<file path="src/logic/ssc_pkg.sv">
// Constants and types for the sleep control and group-seven event block.
// Assumes an APB master on pclk and a 32 kHz real-time clock on a pin.
package ssc_pkg;
   // Register indices; byte address is four times the index
   localparam logic [9:0] IDX_SLEEP_CTRL = 10'h061;
   localparam logic [9:0] IDX_STS_SEVEN = 10'h064;
   localparam logic [9:0] IDX_EN_SEVEN = 10'h066;
   localparam logic [9:0] IDX_SUPPLY_CTRL = 10'h070;
   localparam logic [9:0] IDX_INT_STS = 10'h071;
   localparam logic [9:0] IDX_INT_MASK = 10'h072;
   localparam int ADDR_W = 12;
   // Field positions
   localparam int SLP_TYPE_LSB = 2;
   localparam int SLP_TYPE_MSB = 4;
   localparam int SLP_TRIG_BIT = 5;
   localparam int SLP_FLAG_BIT = 5;
   localparam int REDIRECT_BIT = 0;
   localparam int INT_TRIG_BIT = 0;
   localparam int INT_OFF_BIT = 1;
   localparam int EV_PINS = 5;
   localparam int EV_BITS = 6;
   // Sleep type codes for the two deepest states
   localparam logic [2:0] SLP_TYPE_S4 = 3'h6;
   localparam logic [2:0] SLP_TYPE_S5 = 3'h7;
   // Reset values
   localparam logic [2:0] RST_SLP_TYPE = 3'h0;
   localparam logic [5:0] RST_STS_SEVEN = 6'h00;
   localparam logic [5:0] RST_EN_SEVEN = 6'h00;
   localparam logic [1:0] RST_INT = 2'h0;
   // RTC edges counted before going off; second edge lands 1 to 2 periods on
   localparam logic [1:0] RTC_EDGES_M1 = 2'h1;
   // Timing: 32 kHz clock period and pclk period
   localparam int RTC_PERIOD_NS = 31250;
   localparam int PCLK_PERIOD_NS = 100;
   localparam int RTC_MIN_CYC = (RTC_PERIOD_NS + PCLK_PERIOD_NS - 1) / PCLK_PERIOD_NS;
   localparam int RTC_MAX_CYC = (2 * RTC_PERIOD_NS) / PCLK_PERIOD_NS;

   typedef enum logic [1:0] {SS_RUN, SS_WAIT, SS_OFF} ssc_fsm_type;

   // Whole state of the block
   typedef struct packed {
      ssc_fsm_type fsm;
      logic [1:0] rtc_cnt;
      logic [2:0] rtc_sync;
      logic [EV_PINS-1:0] ev_s1;
      logic [EV_PINS-1:0] ev_s2;
      logic [EV_PINS-1:0] ev_s3;
      logic [2:0] slp_type;
      logic redirect;
      logic [EV_BITS-1:0] sts7;
      logic [EV_BITS-1:0] en7;
      logic [1:0] int_sts;
      logic [1:0] int_mask;
      logic redir_pend;
      logic ps_on_oe;
      logic evt_n;
      logic irq;
      logic pready;
      logic pslverr;
      logic [31:0] prdata;
   } ssc_state_type;
endpackage

</file>
<file path="src/logic/ssc_top.sv">
// Sleep control, supply-on release and group-seven event status, APB slave.
// Assumes pclk at 10 MHz, a free-running 32 kHz RTC clock pin and
// asynchronous event pins; both are synchronised here.
//
// The APB slave port was decided locally.
`timescale 1ns/1ps
module ssc_top
   import ssc_pkg::*;
(
   input wire logic pclk,
   input wire logic presetn,
   input wire logic psel,
   input wire logic penable,
   input wire logic pwrite,
   input wire logic [ADDR_W-1:0] paddr,
   input wire logic [31:0] pwdata,
   input wire logic [3:0] pstrb,
   output logic pready,
   output logic [31:0] prdata,
   output logic pslverr,
   input wire logic rtc_clk_in,
   input wire logic gpio_event_in0,
   input wire logic gpio_event_in1,
   input wire logic gpio_event_in2,
   input wire logic gpio_event_in3,
   input wire logic keyboard_port_event_in,
   output logic power_supply_on_n_out,
   output logic power_supply_on_n_oe,
   output logic group_event_out_n,
   output logic irq
);
   ssc_state_type s_reg;
   ssc_state_type s_next;
   logic setup;
   logic access;
   logic wr;
   logic rd;
   logic trig;
   logic deep;
   logic rtc_rise;
   logic [EV_PINS-1:0] ev_rise;
   logic [ADDR_W-1:0] ad_ctrl;
   logic [ADDR_W-1:0] ad_sts;
   logic [ADDR_W-1:0] ad_en;
   logic [ADDR_W-1:0] ad_sup;
   logic [ADDR_W-1:0] ad_ists;
   logic [ADDR_W-1:0] ad_imask;

   // Byte addresses of the word-aligned registers
   assign ad_ctrl = {IDX_SLEEP_CTRL, 2'b00};
   assign ad_sts = {IDX_STS_SEVEN, 2'b00};
   assign ad_en = {IDX_EN_SEVEN, 2'b00};
   assign ad_sup = {IDX_SUPPLY_CTRL, 2'b00};
   assign ad_ists = {IDX_INT_STS, 2'b00};
   assign ad_imask = {IDX_INT_MASK, 2'b00};

   // Bus phase decode; writes land only at the completing edge
   assign setup = psel & ~penable;
   assign access = psel & penable & s_reg.pready;
   assign wr = access & pwrite & pstrb[0];
   assign rd = access & ~pwrite;
   // Only a one in the trigger bit counts; a zero write is inert
   assign trig = wr & (paddr == ad_ctrl) & pwdata[SLP_TRIG_BIT];
   // Type written together with the trigger is the one acted on
   assign deep = (pwdata[SLP_TYPE_MSB:SLP_TYPE_LSB] == SLP_TYPE_S4) |
                 (pwdata[SLP_TYPE_MSB:SLP_TYPE_LSB] == SLP_TYPE_S5);
   // Edge detectors look only past the first sync stage
   assign rtc_rise = s_reg.rtc_sync[1] & ~s_reg.rtc_sync[2];
   assign ev_rise = s_reg.ev_s2 & ~s_reg.ev_s3;

   // Next-state logic for the whole block
   always_comb begin
      s_next = s_reg;
      s_next.rtc_sync = {s_reg.rtc_sync[1:0], rtc_clk_in};
      s_next.ev_s1 = {keyboard_port_event_in, gpio_event_in3, gpio_event_in2,
                      gpio_event_in1, gpio_event_in0};
      s_next.ev_s2 = s_reg.ev_s1;
      s_next.ev_s3 = s_reg.ev_s2;
      s_next.pready = setup;
      s_next.pslverr = 1'b0;
      // Register writes; clears are applied before sets so sets win
      if (wr) begin
         unique case (paddr)
            ad_ctrl: begin
               // Only the type field is stored; other bits dropped
               s_next.slp_type = pwdata[SLP_TYPE_MSB:SLP_TYPE_LSB];
            end
            ad_sts: begin
               s_next.sts7 = s_reg.sts7 & ~pwdata[EV_BITS-1:0];
               if (pwdata[SLP_FLAG_BIT]) begin
                  s_next.redir_pend = 1'b0;
               end
            end
            ad_en: s_next.en7 = pwdata[EV_BITS-1:0];
            ad_sup: s_next.redirect = pwdata[REDIRECT_BIT];
            ad_imask: s_next.int_mask = pwdata[1:0];
            default: ;
         endcase
      end
      // Reading interrupt status clears just the bits that were returned
      if (rd && paddr == ad_ists) begin
         s_next.int_sts = s_reg.int_sts & ~s_reg.prdata[1:0];
      end
      // Pin events latch on rising edges
      s_next.sts7[EV_PINS-1:0] = s_next.sts7[EV_PINS-1:0] | ev_rise;
      // Sleep power sequence
      unique case (s_reg.fsm)
         SS_RUN: begin
            if (trig && !s_reg.redirect && deep) begin
               s_next.fsm = SS_WAIT;
               s_next.rtc_cnt = 2'h0;
            end
         end
         SS_WAIT: begin
            // Second synced RTC edge is 1..2 periods after the write
            if (rtc_rise) begin
               s_next.rtc_cnt = s_reg.rtc_cnt + 2'h1;
               if (s_reg.rtc_cnt == RTC_EDGES_M1) begin
                  s_next.fsm = SS_OFF;
                  s_next.ps_on_oe = 1'b1;
                  s_next.int_sts[INT_OFF_BIT] = 1'b1;
               end
            end
         end
         SS_OFF: begin
            // Supply gone; only a reset brings the block back
            s_next.ps_on_oe = 1'b1;
         end
         // Unused state code falls back to run
         default: s_next.fsm = SS_RUN;
      endcase
      // Every trigger write flags, redirected or not
      if (trig) begin
         s_next.sts7[SLP_FLAG_BIT] = 1'b1;
         s_next.int_sts[INT_TRIG_BIT] = 1'b1;
         if (s_reg.redirect) begin
            s_next.redir_pend = 1'b1;
         end
      end
      // Redirected trigger forces the event out regardless of enable
      s_next.evt_n = ~(|(s_next.sts7 & s_next.en7) | s_next.redir_pend);
      s_next.irq = |(s_next.int_sts & s_next.int_mask);
      // Read data prepared in setup so it leaves a flop
      s_next.prdata = 32'h0000_0000;
      if (setup) begin
         unique case (paddr)
            // Trigger and reserved bits read back zero
            ad_ctrl: s_next.prdata = {27'h0, s_reg.slp_type, 2'h0};
            ad_sts: s_next.prdata = {26'h0, s_reg.sts7};
            ad_en: s_next.prdata = {26'h0, s_reg.en7};
            ad_sup: s_next.prdata = {31'h0, s_reg.redirect};
            ad_ists: s_next.prdata = {30'h0, s_reg.int_sts};
            ad_imask: s_next.prdata = {30'h0, s_reg.int_mask};
            default: s_next.pslverr = 1'b1;
         endcase
      end
   end

   // State register; both power-on resets map to presetn
   always_ff @(posedge pclk or negedge presetn) begin
      if (!presetn) begin
         s_reg.fsm <= SS_RUN;
         s_reg.rtc_cnt <= 2'h0;
         s_reg.rtc_sync <= 3'h0;
         s_reg.ev_s1 <= 5'h00;
         s_reg.ev_s2 <= 5'h00;
         s_reg.ev_s3 <= 5'h00;
         s_reg.slp_type <= RST_SLP_TYPE;
         s_reg.redirect <= 1'b0;
         s_reg.sts7 <= RST_STS_SEVEN;
         s_reg.en7 <= RST_EN_SEVEN;
         s_reg.int_sts <= RST_INT;
         s_reg.int_mask <= RST_INT;
         s_reg.redir_pend <= 1'b0;
         s_reg.ps_on_oe <= 1'b0;
         s_reg.evt_n <= 1'b1;
         s_reg.irq <= 1'b0;
         s_reg.pready <= 1'b0;
         s_reg.pslverr <= 1'b0;
         s_reg.prdata <= 32'h0000_0000;
      end else begin
         s_reg <= s_next;
      end
   end

   // Outputs straight from the state flops
   assign pready = s_reg.pready;
   assign pslverr = s_reg.pslverr;
   assign prdata = s_reg.prdata;
   // Supply pin only ever pulls low; floating means off
   assign power_supply_on_n_out = 1'b0;
   assign power_supply_on_n_oe = s_reg.ps_on_oe;
   assign group_event_out_n = s_reg.evt_n;
   assign irq = s_reg.irq;

   // Checks on the design's own behaviour
   // Longest legal wait: two RTC periods plus sync and slack
   localparam int WAIT_MAX_CYC = 640;
endmodule

</file>
<file path="config.mk">
export PLATFORM = sky130hd
export DESIGN_NAME = ssc_top
export DESIGN_NICKNAME = d
export VERILOG_FILES = /design/src/logic/ssc_pkg.sv /design/src/logic/ssc_top.sv
export SDC_FILE = /design/constraint.sdc
export NUM_CORES = 1
export LEC_CHECK = 0
export ABC_AREA = 1
export BUFFER_PORTS_ARGS = -buffer_cell sky130_fd_sc_hd__buf_4
export CAP_MARGIN = 20
export CORE_UTILIZATION = 52
export DETAILED_ROUTE_END_ITERATION = 6
export PLACE_DENSITY = 0.87
export SETUP_SLACK_MARGIN = 0.1
export SLEW_MARGIN = 20
export SYNTH_ARGS = -nofsm -noshare
export SYNTH_HDL_FRONTEND = slang
export SYNTH_SLANG_ARGS = --single-unit
</file>
<file path="constraint.sdc">
create_clock -name pclk -period 2.62 [get_ports pclk]
set_input_delay 0.524 -clock pclk [delete_from_list [all_inputs] [get_ports pclk]]
set_output_delay 0.524 -clock pclk [all_outputs]
set_load 0.05 [all_outputs]
</file>
==> results of run 1 <==
layout by cell type (no fill, tap or decap), drive strengths merged:
master,instances
ha,1
o221ai,1
nand3b,1
a21o,1
or2,3
nor2,26
conb,27
dfstp,1
clkinv,2
a211oi,1
o21ai,14
nor4,1
nand2,77
nor3,7
mux2,1
inv,35
a21oi,6
a31oi,1
buf,41
dfrtp,53
clkbuf,6
nand3,19
nand4,5
per-layer routing:
metal | routed length, um | global-route usage [%]
met4 | 93 | 6.54
met3 | 217 | 4.44
met2 | 2110 | 32.1
met5 | 0 | 0
met1 | 1990 | 24.2
final timing paths:
check	startpoint	to	slack [ns]
setup / recovery	paddr[1]	s_reg[77]	0.93
hold / removal	presetn	s_reg[75]	0.23
setup reg to reg	pready	group_event_out_n	1.03
hold reg to reg	s_next[65]	s_next[60]	0.35
max in group asynchronous	presetn	s_reg[56]	1.94
min in group pclk	rtc_clk_in	s_next[74]	0.32
stage by stage:
step	utilization, %	hold WS (ns)	cell area, sq um	total power [mW]	instances
final	60.4	0.231	2850	1.63	397
after global placement	58.6	0.331	2770	1.19	389
after detailed placement	58.6	0.335	2770	1.20	389
after global routing	60.4	0.286	2850	1.70	397
after CTS	60.4	0.265	2850	1.64	397
after floorplan	-	0.228	2640	1.14	316
critical path: stages:
cell and delay [ns]:
buf_4 0.12, nor2_4 0.12, inv_1 0.05, nor2_1 0.12, nand2_1 0.07, nor2_1 0.33, nand2_1 0.17, inv_1 0.10
nand2_1 0.07, nand2_1 0.09, o21ai_0 0.10
power groups by stage:
stage / Combinational, mW / Clock [mW] / Sequential, mW
after detailed placement: 0.277 / 0 / 0.926
after floorplan: 0.195 / 0 / 0.949
after CTS: 0.278 / 0.453 / 0.909
final: 0.275 / 0.445 / 0.908
after global placement: 0.270 / 0 / 0.923
after global routing: 0.302 / 0.486 / 0.916
kinds of logic (layout without fill, tap and decap cells):
logic type / Yosys count / in the layout / synth area share, %
AO/OA/AOI/OAI: 24 / 24 / 5.41
adder cells (fa/ha/maj): 1 / 1 / 0.491
buffers and inverters: 70 / 84 / 15.6
flip-flops: 54 / 54 / 53.1
multiplexers: 1 / 1 / 0.442
other: 1 / 27 / 0.147
AND/OR/NAND/NOR: 139 / 139 / 24.8
cell type report:
type | count | area, sq um
repair buffers | 41 | 308
flip-flops and latches | 54 | 1350
clock buffers | 6 | 72.6
fillers | 409 | 1870
inverters | 35 | 131
well taps | 67 | 83.8
multi-input cells | 192 | 893
clock inverters | 2 | 10.0
==> results by group, run 1 <==
CTS
  – # clock sinks: 54
  – Post-cts hold buffer count: 0
  – Root Buffer: clkbuf_8
  – Clock Latency Late Sink: ~0.3 ns
  – Post_cts resized: 0
  – Postcts setup bufs: 0
  – CTS tree: built
  – Htree depth: 2
  – Clock slew at reported path FFs: around 0.09 ns
  – Clock Tree Buf Depth: 2
  – CTS Buf Count: 5

Routing
  – Drt total wl: between 4000 and 5000 um
  – Iter 0 DRT Violations: roughly 170
  – Wire per inst: 11.1 um
  – Residual DRC: 0
  – DR pass1 iterations: 4
  – Final ANT Viol Nets: 0
  – DR vias: 1,850
  – Via density: roughly 4.7

Die
  – Die footprint: ~5200 sq um
  – Starting density of the core: 53.9%
  – Core area: about 4700 sq um
  – Die height: about 72 um
  – IO Pins: between 90 and 100
  – # rows: 25
  – Chip Width: between 70 and 80 um

Yosys
  – Number of synthesized flops with an enable pin: 0
  – Ranking of synthesized cells by area: dfrtp_1 (52%), nand2_1 (11%), buf_4 (10%)
  – Most frequent cell after synthesis: nand2_1
  – Yosys top cell area share: between 50% and 60%
  – Post-synth top cells: nand2_1 (74), dfrtp_1 (53), inv_1 (35)
  – Warnings from Yosys: 0
  – Synth Flop Type: dfrtp_1
  – Synth area leader: dfrtp_1
  – Synthesized area: between 2000 and 3000 sq um
  – Synth unique cells: 28
  – Post-synthesis cell count: between 200 and 300
  – Seq/Total Area, Yosys: between 50% and 60%
  – Avg Synthesized Cell Area: between 8 and 9 sq um
  – FF+latch count, synth: 54
  – Share of synthesized registers carrying an async set or reset: 100%

Global routing
  – First-pass GRT wire length: 7530 um
  – Gr ovfl total: 0
  – Vias in the first global route: roughly 1,700
  – Initial antenna violation count: 0
  – All-Layer GR Usage: around a fifth
  – Pin count of the biggest net entering global routing: 55

Worst setup path
  – CP endpoint kind: flip-flop
  – Worst setup SP type: input pin
  – CP Data Arrival Time: 1.87 ns
  – R2r worst-path depth: 10
  – CP max FO: 6
  – Crit Path Category: input pin to flip-flop
  – WP data required: 2.80 ns

Cells and area
  – Area growth, synth to finish: 12.0%
  – Ant diodes: 0
  – Layout cells sized above 1: between 20% and 30%
  – Final nets: 389
  – Max reg flops: 31

Power
  – Sw Ratio: 29.3%
  – Int Pwr: about 1.2 mW
  – Combinational power share: between 10% and 20%
  – Leak pwr: between 1.5 and 2 nW
  – Clock share of power: a little over a quarter
  – Switching Power: roughly 480 uW
  – Peak supply drop: between 0.3 and 0.4 mV
  – Sequential power share: between 50% and 60%
  – Pwr dens: between 500 and 600 nW/um^2

Timing
  – Peak Freq: 593 MHz
  – Max-slew violation count: 0
  – RSZ-0062 raised after global routing: no
  – Worst Skew: approximately 0.0034 ns
  – Final hold vios: 0
  – Endpoints failing setup: 0
  – Worst-margin pin slew: about 0.66 ns
  – Tcrit/Tclk final: ~64%
  – Setup ws final: 0.933 ns
  – Rel. slew slack: 56.2%
  – Fin crit period: 1.69 ns
  – Setup_tns: 0 ns

Hold path
  – Hold WC Path Type: input pin to async pin

Place
  – Pre-CTS setup slack: between 0.6 and 0.7 ns
  – Gpl congestion: just under 0.9
  – Number of port buffers: 40
  – Detailed placement HPWL: 3280 um

Status
  – Status: finished clean

Flow run
  – Maxcap violations: 0
No activity file was read; power rests on OpenSTA's default activity.
==> run 2, diff against run 1 <==
--- a/config.mk
+++ b/config.mk
@@ -8,9 +8,9 @@
 export ABC_AREA = 1
 export BUFFER_PORTS_ARGS = -buffer_cell sky130_fd_sc_hd__buf_4
 export CAP_MARGIN = 20
-export CORE_UTILIZATION = 52
+export CORE_UTILIZATION = 49
 export DETAILED_ROUTE_END_ITERATION = 6
-export PLACE_DENSITY = 0.87
+export PLACE_DENSITY = 0.83
 export SETUP_SLACK_MARGIN = 0.1
 export SLEW_MARGIN = 20
 export SYNTH_ARGS = -nofsm -noshare
==> constraint.sdc (replaced) <==
create_clock -name pclk -period 1.6 [get_ports pclk]
set_input_delay 0.32 -clock pclk [delete_from_list [all_inputs] [get_ports pclk]]
set_output_delay 0.32 -clock pclk [all_outputs]
set_load 0.05 [all_outputs]
==> run 2 against run 1 <==
First-iteration DRC count is 27% lower. Clock skew up 0.0033 ns. Critical path depth did not move. Final cell count increased by 3.0%. Die area up 5.9%. Count of clock-buffer cells in the layout did not move. Critical endpoint is now group_event_out_n. Highest routed layer unchanged.
==> results by group, run 2 (same netlist as run 1, synthesis figures left out) <==
Status
  – Status: finished clean

Global routing
  – First-pass GRT wire length: between 7000 and 8000 um
  – Pin count of the biggest net entering global routing: 31
  – Initial antenna violation count: 0
  – All-Layer GR Usage: a little under a fifth
  – Vias in the first global route: 1,708
  – Gr ovfl total: 0

Cells and area
  – Fin area: 3010 sq um
  – Commonest cells after routing, fill and taps aside: nand2_1 (72), dfrtp_1 (52), buf_4 (50)
  – Final nets: 401
  – Area growth, synth to finish: 18.3%
  – Fillcell total: about 400
  – Ant diodes: 0
  – Commonest non-fill, non-tap cell in the layout: nand2_1
  – Max reg flops: 31
  – Area of the multi-input gates: 938 sq um
  – Reg area: ~1400 sq um
  – Layout cells sized above 1: around 25%

CTS
  – Root Buffer: clkbuf_8
  – CTS Buf Count: 5
  – Clock slew at reported path FFs: around 0.09 ns
  – Htree depth: 2
  – Clock Latency Late Sink: 0.31 ns
  – # clock sinks: 54
  – Clock Tree Buf Depth: 2
  – CTS tree: built

Worst setup path
  – Launching point of the worst reg2reg path: pready
  – CP most frequent cell: nand2_1
  – Setup crit end: group_event_out_n
  – Crit path largest cell delay: 0.39 ns
  – Worst r2r dst: group_event_out_n
  – Slowest cell on crit path: dfrtp_2
  – CP max FO: 8
  – Worst setup SP type: flip-flop
  – CP cell instances: nand3_4, nor2_4, buf_6, buf_4, nand4_1, nand2_1, nand2_1, nand2_1, inv_1, nand2_1, nor2_1
  – Crit Path Category: flip-flop to flip-flop
  – Reg2Reg Setup Slack: approximately 0.13 ns
  – CP Launch Point: pready
  – CP Data Arrival Time: approximately 1.7 ns
  – WP data required: about 1.9 ns
  – R2r worst-path depth: 11
  – CP endpoint kind: flip-flop

Place
  – Detailed placement HPWL: around 3500 um
  – Cell Area, Placed: around 2900 sq um
  – Number of port buffers: 40
  – Gpl congestion: 0.868
  – Pre-CTS setup slack: -0.0328 ns

Timing
  – Fin crit period: around 1.5 ns
  – Tcrit/Tclk final: between 90 and 100%
  – Setup ws final: around 0.13 ns
  – Endpoints failing setup: 0
  – RSZ-0062 raised after global routing: yes
  – Worst Skew: about 0.0067 ns
  – Hold_ws: 0.110 ns
  – Max-slew violation count: 0
  – Final hold vios: 0
  – Peak Freq: just under 700 MHz

Hold path
  – Hold WC Path Type: input pin to flip-flop
  – Worst hold path depth: 1

Routing
  – Iter 0 DRT Violations: between 100 and 150
  – Via density: 4.71
  – Drt total wl: ~4700 um
  – Final ANT Viol Nets: 0
  – DR vias: 1,928
  – Wire per inst: 11.4 um
  – DR pass1 iterations: 4
  – Residual DRC: 0

Die
  – # rows: 25
  – Die footprint: between 5000 and 6000 sq um
  – Chip Width: between 70 and 80 um
  – Die height: about 74 um
  – Starting density of the core: 52.5%
  – IO Pins: 97
  – Core area: about 4800 sq um

Flow run
  – Maxcap violations: 0

Power
  – Peak supply drop: about 0.53 mV
  – Leak pwr: roughly 1.6 nW
  – Pwr dens: roughly 900 nW/um^2
[run 2: cell count changes in the layout (fill, tap and decap cells not counted), sizes merged]
cell / change
dlygate4sd3: +1
clkinv: -2
clkinvlp: +2
buf: +11
[run 2: how the worst min path moves through the flow]
| stage | start | to |
|---|---|---|
| after floorplan | presetn | irq |
| after global placement | presetn | s_next[63] |
| after detailed placement | presetn | s_next[63] |
| after CTS | rtc_clk_in | s_next[74] |
| after global routing | gpio_event_in1 | s_next[64] |
| final | gpio_event_in1 | s_next[64] |
[run 2: report_power, final]
part | total (mW) | internal [mW] | leakage (nW) | switching, mW
Combinational | 0.476 | 0.148 | 0.877 | 0.328
Sequential | 1.49 | 1.45 | 0.649 | 0.0414
Clock | 0.748 | 0.309 | 0.0374 | 0.439
Total | 2.71 | 1.91 | 1.56 | 0.809
[run 2: per-stage QoR]
stage	instances	setup TNS [ns]	power, mW	utilization, %
after global routing	409	0	2.83	62.1
after detailed placement	398	-0.0724	1.99	58.8
after CTS	407	0	2.73	60.8
after floorplan	316	0	1.87	-
after global placement	398	-0.0222	1.97	58.8
final	409	0	2.71	62.1
[run 2: area by class of cell]
class | instances | share of cell area (%)
sequential | 54 | 45.0
tap | 67 | 2.78
clock inverter | 2 | 0.499
multi-input combinational | 192 | 31.2
clock buffer | 6 | 2.41
timing repair buffer | 53 | 13.8
inverter | 35 | 4.36
[run 2: routing by layer]
layer  wire [um]  part of all wire [%]  track usage (%)  vias to the layer above
met4          67                   1.4             5.98                        0
met5           0                     0                0                        -
met2        2200                    47             30.0                       66
li1            -                     -                -                      952
met3         266                   5.7             4.74                       10
met1        2130                    46             23.7                      900
[run 2: repair_timing]
action / 4_1_cts / 5_1_grt
hold endpoints to repair: 28 / 0
endpoints found under the setup margin: 0 / 4
hold buffers: 1 / 0
buffers inserted: 0 / 2
gates resized for setup: 0 / 16
[run 2: critical path: cells and delay by family (launching register included)]
kind	cells	cell delay, ns
buffers and inverters	3	0.28
and+or+nand+nor	8	0.72
DFF	1	0.39
